==> src/include/crossbar_pkg.sv <==
// shared constants and types for the priority crossbar and port configuration
package crossbar_pkg;

	// ------------------------------------------------------------
	// geometry
	// ------------------------------------------------------------
	localparam int NUM_PINS = 17;
	localparam int XBAR_PINS = 16;
	localparam int NUM_SLOTS = 15;
	localparam int SLOT_W = 4;
	localparam int UART_TX_PIN = 4;
	localparam int UART_RX_PIN = 5;
	localparam int SYNC_STAGES = 2;

	// ------------------------------------------------------------
	// slot order, highest priority first after the fixed uart pair
	// ------------------------------------------------------------
	localparam int SLOT_SCK = 0;
	localparam int SLOT_MISO = 1;
	localparam int SLOT_MOSI = 2;
	localparam int SLOT_NSS = 3;
	localparam int SLOT_SDA = 4;
	localparam int SLOT_SCL = 5;
	localparam int SLOT_CMP = 6;
	localparam int SLOT_CMP_ASYNC = 7;
	localparam int SLOT_SYSCLK = 8;
	localparam int SLOT_PCA0 = 9;
	localparam int SLOT_PCA1 = 10;
	localparam int SLOT_PCA2 = 11;
	localparam int SLOT_ECI = 12;
	localparam int SLOT_T0 = 13;
	localparam int SLOT_T1 = 14;

	// ------------------------------------------------------------
	// pca output count encoding
	// ------------------------------------------------------------
	localparam logic [1:0] PCA_NONE = 2'h0;
	localparam logic [1:0] PCA_ONE = 2'h1;
	localparam logic [1:0] PCA_THREE = 2'h3;

	// ------------------------------------------------------------
	// values after reset
	// ------------------------------------------------------------
	localparam logic [NUM_PINS-1:0] INPUT_MODE_RST = 17'h1ffff;
	localparam logic [NUM_PINS-1:0] OUTPUT_MODE_RST = 17'h00000;
	localparam logic [XBAR_PINS-1:0] SKIP_RST = 16'h0000;
	localparam logic [NUM_PINS-1:0] LATCH_RST = 17'h1ffff;

	typedef struct packed {
		logic uart_en;
		logic spi_en;
		logic spi_four_wire;
		logic smbus_en;
		logic cmp_en;
		logic cmp_async_en;
		logic sysclk_en;
		logic [1:0] pca_mode;
		logic eci_en;
		logic t0_en;
		logic t1_en;
	} routing_sel_s;

	typedef struct packed {
		logic [NUM_PINS-1:0] input_mode;
		logic [NUM_PINS-1:0] output_mode;
		logic [XBAR_PINS-1:0] skip;
		logic [NUM_PINS-1:0] latch;
		logic crossbar_enable;
		logic pullup_disable;
	} port_cfg_s;

	localparam routing_sel_s ROUTING_RST = '0;
	localparam port_cfg_s CFG_RST = '{INPUT_MODE_RST, OUTPUT_MODE_RST,
		SKIP_RST, LATCH_RST, 1'b0, 1'b0};

endpackage

==> src/design/lowest_free_pick.sv <==
// picks the least significant free pin for one crossbar slot
module lowest_free_pick
#(
	parameter int WIDTH = 16
)
(
	input wire logic i_request,
	input wire logic [WIDTH-1:0] i_free,
	output logic [WIDTH-1:0] o_grant,
	output logic [WIDTH-1:0] o_free_next
);

	// two's complement isolates the lowest set bit
	wire logic [WIDTH-1:0] lowest = i_free & (~i_free + {{(WIDTH-1){1'b0}}, 1'b1});

	assign o_grant = i_request ? lowest : '0;
	assign o_free_next = i_free & ~o_grant;

endmodule // lowest_free_pick

==> src/design/priority_crossbar_port_config.sv <==
// priority crossbar decoder with per-pin input, output and pull-up control
// Function
// - uart transmit always on P0.4, receive on P0.5 when uart routed
// - nothing skipped: spi clock, miso, mosi, nss land on P0.0 to P0.3
// - skipped pins passed over; example skip lands spi on P0.1,P0.6,P0.7,P1.0
// - three pca outputs take next free unskipped pins after spi
// - slave select routed and consumes a pin only in four-wire spi
// - unclaimed pins stay general-purpose port i/o
// - analog input disables pull-up, output driver and input receiver
// - input mode bit one means digital, zero means analog
// - every pin comes out of reset in digital input mode
// - output mode bit picks open-drain or push-pull; routing changes it only on smbus pins
// - smbus data and clock pins always open-drain
// - pull-up on open-drain pins while pull-up disable is zero; none push-pull
// - pull-up switched off while the pin drives zero
// - routing active only with crossbar enable; else pins are plain inputs
// - all output drivers disabled while crossbar disabled
// - each enabled resource after the fixed uart pair, in priority order, gets lowest free unskipped pin
// - skipped pins treated exactly as already assigned
// - smbus claims data and clock together; uart claims both pins
module priority_crossbar_port_config
	import crossbar_pkg::*;
(
	input wire logic i_clock,
	input wire logic i_srst,
	input wire logic i_clock_en,
	input wire crossbar_pkg::routing_sel_s i_routing,
	input wire crossbar_pkg::port_cfg_s i_cfg,
	input wire logic [crossbar_pkg::NUM_PINS-1:0] i_pin_level,
	input wire logic i_uart_tx,
	input wire logic [crossbar_pkg::NUM_SLOTS-1:0] i_periph_out,
	input wire logic [crossbar_pkg::NUM_SLOTS-1:0] i_periph_oe,
	output logic [crossbar_pkg::NUM_PINS-1:0] o_pin_out,
	output logic [crossbar_pkg::NUM_PINS-1:0] o_pin_oe,
	output logic [crossbar_pkg::NUM_PINS-1:0] o_pullup_en,
	output logic [crossbar_pkg::NUM_PINS-1:0] o_receiver_en,
	output logic [crossbar_pkg::NUM_PINS-1:0] o_pin_in,
	output logic o_uart_rx,
	output logic [crossbar_pkg::NUM_SLOTS-1:0] o_periph_in,
	output logic [crossbar_pkg::XBAR_PINS-1:0] o_pin_claimed
);
	import crossbar_pkg::*;

	// ------------------------------------------------------------
	// configuration and pin synchronisers
	// ------------------------------------------------------------
	routing_sel_s routing_ff;
	port_cfg_s cfg_ff;
	logic [NUM_PINS-1:0] sync1_ff;
	logic [NUM_PINS-1:0] sync2_ff;

	always_ff @(posedge i_clock)
	begin
		if (i_srst)
		begin
			routing_ff <= ROUTING_RST;
			cfg_ff <= CFG_RST;
			sync1_ff <= '0;
			sync2_ff <= '0;
		end
		else if (i_clock_en)
		begin
			routing_ff <= i_routing;
			cfg_ff <= i_cfg;
			sync1_ff <= i_pin_level;
			sync2_ff <= sync1_ff;
		end
	end

	// ------------------------------------------------------------
	// slot requests
	// ------------------------------------------------------------
	wire logic spi_on = routing_ff.spi_en;
	wire logic pca_ge2 = routing_ff.pca_mode[1];
	logic [NUM_SLOTS-1:0] request;

	assign request[SLOT_SCK] = spi_on;
	assign request[SLOT_MISO] = spi_on;
	assign request[SLOT_MOSI] = spi_on;
	assign request[SLOT_NSS] = spi_on & routing_ff.spi_four_wire;
	assign request[SLOT_SDA] = routing_ff.smbus_en;
	assign request[SLOT_SCL] = routing_ff.smbus_en;
	assign request[SLOT_CMP] = routing_ff.cmp_en;
	assign request[SLOT_CMP_ASYNC] = routing_ff.cmp_async_en;
	assign request[SLOT_SYSCLK] = routing_ff.sysclk_en;
	assign request[SLOT_PCA0] = routing_ff.pca_mode != PCA_NONE;
	assign request[SLOT_PCA1] = pca_ge2;
	assign request[SLOT_PCA2] = routing_ff.pca_mode == PCA_THREE;
	assign request[SLOT_ECI] = routing_ff.eci_en;
	assign request[SLOT_T0] = routing_ff.t0_en;
	assign request[SLOT_T1] = routing_ff.t1_en;

	// ------------------------------------------------------------
	// allocation chain
	// ------------------------------------------------------------
	// skipped pins start out taken, and the uart pair is taken whatever
	// the skip mask holds, so later slots see both the same way
	wire logic [XBAR_PINS-1:0] uart_pins =
		routing_ff.uart_en ? 16'h0030 : 16'h0000;
	logic [XBAR_PINS-1:0] free_chain [NUM_SLOTS+1];
	logic [XBAR_PINS-1:0] grant [NUM_SLOTS];

	assign free_chain[0] = ~cfg_ff.skip & ~uart_pins;

	genvar s;
	generate
		for (s = 0; s < NUM_SLOTS; s++)
		begin : g_slot
			lowest_free_pick #(.WIDTH(XBAR_PINS)) u_pick (
				.i_request(request[s]),
				.i_free(free_chain[s]),
				.o_grant(grant[s]),
				.o_free_next(free_chain[s+1])
			);
		end
	endgenerate

	// ------------------------------------------------------------
	// per-pin owner lookup
	// ------------------------------------------------------------
	logic [XBAR_PINS-1:0] claimed;
	logic [SLOT_W-1:0] owner [XBAR_PINS];

	always_comb
	begin
		for (int p = 0; p < XBAR_PINS; p++)
		begin
			claimed[p] = 1'b0;
			owner[p] = '0;
			for (int k = 0; k < NUM_SLOTS; k++)
			begin
				if (grant[k][p])
				begin
					claimed[p] = 1'b1;
					owner[p] = SLOT_W'(k);
				end
			end
		end
	end

	// ------------------------------------------------------------
	// per-pin driver, pull-up and receiver
	// ------------------------------------------------------------
	wire logic xbar_on = cfg_ff.crossbar_enable;
	logic [NUM_PINS-1:0] nxt_pin_out;
	logic [NUM_PINS-1:0] nxt_pin_oe;
	logic [NUM_PINS-1:0] nxt_pullup_en;
	logic [NUM_PINS-1:0] routed;
	logic [NUM_PINS-1:0] open_drain;
	logic [NUM_PINS-1:0] want_oe;

	genvar p;
	generate
		for (p = 0; p < NUM_PINS; p++)
		begin : g_pin
			wire logic digital = cfg_ff.input_mode[p];
			wire logic is_uart_tx = (p == UART_TX_PIN) && routing_ff.uart_en;
			wire logic is_uart_rx = (p == UART_RX_PIN) && routing_ff.uart_en;
			if (p < XBAR_PINS)
			begin : g_xbar
				wire logic [SLOT_W-1:0] own = owner[p];
				wire logic smb = claimed[p] &&
					(own == SLOT_W'(SLOT_SDA) || own == SLOT_W'(SLOT_SCL));
				assign routed[p] = xbar_on & claimed[p];
				assign open_drain[p] = ~cfg_ff.output_mode[p] | smb;
				assign nxt_pin_out[p] = is_uart_tx ? i_uart_tx :
					routed[p] ? i_periph_out[own] : cfg_ff.latch[p];
				// uart receive is an input only, so its pin never drives
				assign want_oe[p] = is_uart_rx ? 1'b0 :
					is_uart_tx ? 1'b1 :
					routed[p] ? i_periph_oe[own] : 1'b1;
			end
			else
			begin : g_gpio
				assign routed[p] = 1'b0;
				assign open_drain[p] = ~cfg_ff.output_mode[p];
				assign nxt_pin_out[p] = cfg_ff.latch[p];
				assign want_oe[p] = 1'b1;
			end
			// open-drain only sinks: enable follows a low output value
			assign nxt_pin_oe[p] = xbar_on & digital & want_oe[p] &
				(~open_drain[p] | ~nxt_pin_out[p]);
			assign nxt_pullup_en[p] = ~cfg_ff.pullup_disable & digital &
				open_drain[p] & ~(nxt_pin_oe[p] & ~nxt_pin_out[p]);
		end
	endgenerate

	// ------------------------------------------------------------
	// inputs returned to peripherals
	// ------------------------------------------------------------
	logic [NUM_SLOTS-1:0] nxt_periph_in;

	always_comb
	begin
		for (int k = 0; k < NUM_SLOTS; k++)
		begin
			// idle high so an unrouted input looks like a released line
			nxt_periph_in[k] = 1'b1;
			for (int q = 0; q < XBAR_PINS; q++)
			begin
				if (grant[k][q] && xbar_on && cfg_ff.input_mode[q])
				begin
					nxt_periph_in[k] = sync2_ff[q];
				end
			end
		end
	end

	wire logic nxt_uart_rx = (xbar_on && routing_ff.uart_en &&
		cfg_ff.input_mode[UART_RX_PIN]) ? sync2_ff[UART_RX_PIN] : 1'b1;

	// ------------------------------------------------------------
	// output registers
	// ------------------------------------------------------------
	always_ff @(posedge i_clock)
	begin
		if (i_srst)
		begin
			o_pin_out <= LATCH_RST;
			o_pin_oe <= '0;
			o_pullup_en <= '0;
			o_receiver_en <= INPUT_MODE_RST;
			o_pin_in <= '0;
			o_uart_rx <= 1'b1;
			o_periph_in <= '1;
			o_pin_claimed <= '0;
		end
		else if (i_clock_en)
		begin
			o_pin_out <= nxt_pin_out;
			o_pin_oe <= nxt_pin_oe;
			o_pullup_en <= nxt_pullup_en;
			o_receiver_en <= cfg_ff.input_mode;
			o_pin_in <= sync2_ff & cfg_ff.input_mode;
			o_uart_rx <= nxt_uart_rx;
			o_periph_in <= nxt_periph_in;
			o_pin_claimed <= xbar_on ? (claimed | uart_pins) : '0;
		end
	end

endmodule // priority_crossbar_port_config

==> config.mk <==
export PLATFORM = sky130hd
export DESIGN_NAME = priority_crossbar_port_config
export DESIGN_NICKNAME = d
export VERILOG_FILES = /design/src/include/crossbar_pkg.sv /design/src/design/lowest_free_pick.sv /design/src/design/priority_crossbar_port_config.sv
export SDC_FILE = /design/constraint.sdc
export NUM_CORES = 1
export LEC_CHECK = 0
export BUFFER_PORTS_ARGS = -buffer_cell sky130_fd_sc_hd__buf_4
export CAP_MARGIN = 20
export CORE_MARGIN = 3
export CORE_UTILIZATION = 40
export CTS_BUF_LIST = sky130_fd_sc_hd__clkbuf_16
export CTS_CLUSTER_DIAMETER = 120
export DETAILED_ROUTE_END_ITERATION = 7
export PLACE_DENSITY_LB_ADDON = 0.05
export SLEW_MARGIN = 20
export SYNTH_ARGS = -nofsm -noshare
export SYNTH_HDL_FRONTEND = slang
export SYNTH_SLANG_ARGS = --single-unit
==> constraint.sdc <==
create_clock -name i_clock -period 5.9 [get_ports i_clock]
set_clock_uncertainty 0.05 [all_clocks]
set_input_delay 1.18 -clock i_clock [delete_from_list [all_inputs] [get_ports i_clock]]
set_output_delay 1.18 -clock i_clock [all_outputs]
set_load 0.02 [all_outputs]
==> summary.txt <==
STA
  – RSZ-0062 raised after global routing: yes
  – Max Fclk: 151 MHz
  – Least-Margin Pin Slew: 1.32 ns
  – Period minus WS final: approximately 6.6 ns
  – Final Hold Viols: 0
  – Worst setup margin: -0.707 ns
  – Slew Limit Fails: 0
  – Hold WS: a little over 0.4 ns
  – Relative slew slack: 0.112
  – Final setup fails: 30
  – Tcrit/Tclk final: 1.12

Route
  – Routed Antenna Nets: 0
  – Vias per cell: between 6 and 7
  – DR WL/cell: around 25 um
  – Via count: roughly 32000
  – Initial DRC count: around 3400
  – DRC errors left: 0
  – Final wirelength: about 120 mm
  – First drt pass iteration count: 8

Cells and area
  – ANT cells: 0
  – Fill cells: 5099
  – Design Area, Final: 0.0367 mm2
  – Most common cell after layout, fill and taps aside: buf_4
  – Final Non-Filler Cells: between 5000 and 6000
  – Commonest cells after routing, fill and taps aside: 1164 x buf_4, 361 x nor2_1, 350 x nand2_1
  – FF/Latch Area: between 0.004 and 0.005 mm2
  – Layout cell share with drive strength beyond 1: 0.439
  – Synthesis-to-finish area growth: 56.2%
  – Multi-input logic area: ~0.020 mm2
  – Nets: roughly 4400

GRT
  – First-pass GRT wire length: about 180 mm
  – Largest net degree at the start of global routing: around 160
  – Number of global-route vias before repair: ~30000
  – Total grt overflow: 0
  – Initial antenna violation count: 3
  – GR Util All Layers: 0.376

Clock tree
  – Worst-path clk slew: around 0.06 ns
  – CTS buffer count: 24
  – Sinks on Clock Net: between 200 and 250
  – Worst skew pair latency: approximately 0.55 ns
  – Root Driver: clkbuf_16
  – Clk buf depth: 3
  – # hold bufs at CTS: 0
  – H-tree depth: 1
  – TritonCTS clock tree: built

Critical path
  – Worst EP required: about 6.3 ns
  – Crit-path slowest cell: a2111o_1
  – Critical Path Fanout Max: 7
  – CP max stage delay: 0.53 ns
  – Crit-path most repeated cell: buf_4
  – R2r worst-path depth: 28
  – Crit end category: flop
  – Worst Path Arrival: roughly 7 ns
  – Flop2flop setup slack: -0.71 ns
  – Startpoint types: flop
  – R2R Path Start: cfg_ff[20]
  – CP Class: reg2reg
  – Reg2reg end: o_pullup_en[15]

Floorplan
  – Num rows: 88
  – Initial Util: 0.406
  – Die Ht: approximately 250 um
  – Std-Cell Core Area: 0.0579 mm2
  – Die Wd: roughly 250 um
  – Die ar.: between 0.06 and 0.07 mm2
  – Io pins: roughly 250

Min path
  – Hold WC Path Type: reg2reg
  – Hold wc startpoint: o_pin_in[11]
  – Worst Hold Depth: 2
  – WHS Endpoint: o_pin_in[11]

Run status
  – Run status: finished, violations left
  – Violated checks: negative setup slack

Place
  – Placed cells: approximately 4800
  – DP Wirelength: 95.8 mm
  – Placed Instance Area: about 0.032 mm2
  – Port-buffer cells: between 200 and 250
  – Gpl congestion: between 1 and 1.5
  – Place WS: -1.25 ns

Yosys
  – Number of flops mapped to enable cells by yosys: 0
  – Ranking of synthesized cells by area: dfxtp_1 20%, mux2i_1 12%, nor2_1 6.2%
  – Synth Area per Inst: 7.32 um2
  – Distinct cells, synth: 130
  – Yosys top cell by area: dfxtp_1
  – Post-synthesis cell area: about 0.024 mm2
  – Seq/Total Area, Yosys: 0.197
  – Synthesis-stage register bit count: 232
  – Post-synth top flop: dfxtp_1
  – FFs w/ async S/R, synth: 0
  – Area share of the largest cell type after synthesis: 0.197
  – Syn Inst Count: 3212
  – Synthesis Warnings: 0
  – Synthesized net count: 3344

Flow run
  – MaxCap Viol Count: 0

Power
  – Total Power: approximately 0.0053 W
  – Pwr/cell area: between 100 and 150 mW/mm2
  – Lkg Pwr: between 15 and 20 nW
  – Max IR drop VDD: 0.293 mV
[critical path, delay by kind of cell (launching register included)]
kind,cells,cell delay (ns)
and+or+nand+nor,7,1.22
buffers and inverters,5,0.82
AOI/OAI and AO/OA,15,3.71
muxes,1,0.32
DFF,1,0.38
[how the worst max path moves through the flow]
stage	slack (ns)	depth (start not counted)	to	start
after floorplan	-0.20	28	o_pin_oe[14]	cfg_ff[19]
after global placement	-1.11	27	o_pullup_en[15]	cfg_ff[21]
after detailed placement	-1.25	26	o_pullup_en[15]	cfg_ff[19]
after CTS	-0.51	28	o_pullup_en[15]	cfg_ff[20]
after global routing	-0.95	31	o_pullup_en[15]	cfg_ff[20]
final	-0.71	28	o_pullup_en[15]	cfg_ff[20]
[layer usage]
layer | track usage | routed length (um)
met1 | 0.554 | 55500
met2 | 0.530 | 49800
met3 | 0.121 | 16200
met4 | 0.0760 | 3060
met5 | 0 | 27
[cell type report]
cell class | instances | share of cell area
repair buffers | 1254 | 0.271
multi-input cells | 2711 | 0.552
flip-flops and latches | 232 | 0.127
clock inverters | 18 | 0.00409
clock buffers | 24 | 0.0163
inverters | 34 | 0.00351
well taps | 765 | 0.0261
[sequential cells by signal, summed over array words and instances (netlist names)]
register          count
o_pin_out            17
routing_ff            2
cfg_ff               68
o_pin_in             17
request               7
xbar_on               1
o_pullup_en          17
spi_on                1
o_periph_in          15
pca_ge2               1
o_pin_oe             17
o_receiver_en        17
sync2_ff             17
o_uart_rx             1
o_pin_claimed        16
g_pin.is_uart_tx      1
sync1_ff             17
[cells in the mapped netlist (16+ instances only)]
cell type  number
a22oi_1        20
buf_2          36
or2_2          26
a21oi_1       266
o21a_1         19
o22ai_1        28
o21ai_1        25
nand2b_1       22
a211o_1        41
and2_1         41
o31ai_1        16
nor2b_1        20
buf_4          20
a211oi_1       49
mux2_2         53
clkbuf_1      136
and3_1         24
a21o_1         16
inv_1          30
nor4_1         29
o211ai_1       47
nor2_1        390
a31oi_1        49
nand4_1        27
mux2i_1       272
or3_1          25
a221oi_1       25
o21ai_0       165
xnor2_1        17
dfxtp_1       232
nand3_1       112
o221ai_1       19
nor3_1         96
buf_1          29
o2111ai_1      22
nand2_1       380
a311oi_1       16
[stage by stage]
step / util / TNS (ns)
5_1_grt: 0.634 / -19.07
4_1_cts: 0.605 / -7.84
3_3_place_gp: 0.552 / -21.03
6_report: 0.634 / -12.05
3_5_place_dp: 0.552 / -24.40
2_1_floorplan: - / -2.26
[kinds of logic (layout without fill, tap and decap cells)]
group / after synthesis / count (layout) / synth area share
AO/OA/AOI/OAI: 1052 / 1053 / 0.321
AND/OR/NAND/NOR: 1273 / 1274 / 0.254
XOR/XNOR: 18 / 18 / 0.00670
adder cells (fa/ha/maj): 22 / 22 / 0.00974
multiplexers: 344 / 344 / 0.157
flip-flops: 232 / 232 / 0.197
buffers and inverters: 271 / 1330 / 0.0532
[power breakdown]
group / total (W) / switching, W / leakage (nW) / internal, W
sequential: 0.00173 / 0.0000919 / 1.91 / 0.00164
clock: 0.00150 / 0.000670 / 0.381 / 0.000829
combinational: 0.00204 / 0.00118 / 13.3 / 0.000861
total: 0.00528 / 0.00194 / 15.6 / 0.00333
[repair_timing]
action,CTS,global route
setup endpoints to repair,39,46
gates resized for setup,320,242
endpoints found under the hold margin,0,0
pin swaps,146,124
buffers inserted,97,74
cloned,3,3
No activity file was read; power rests on OpenSTA's default activity.
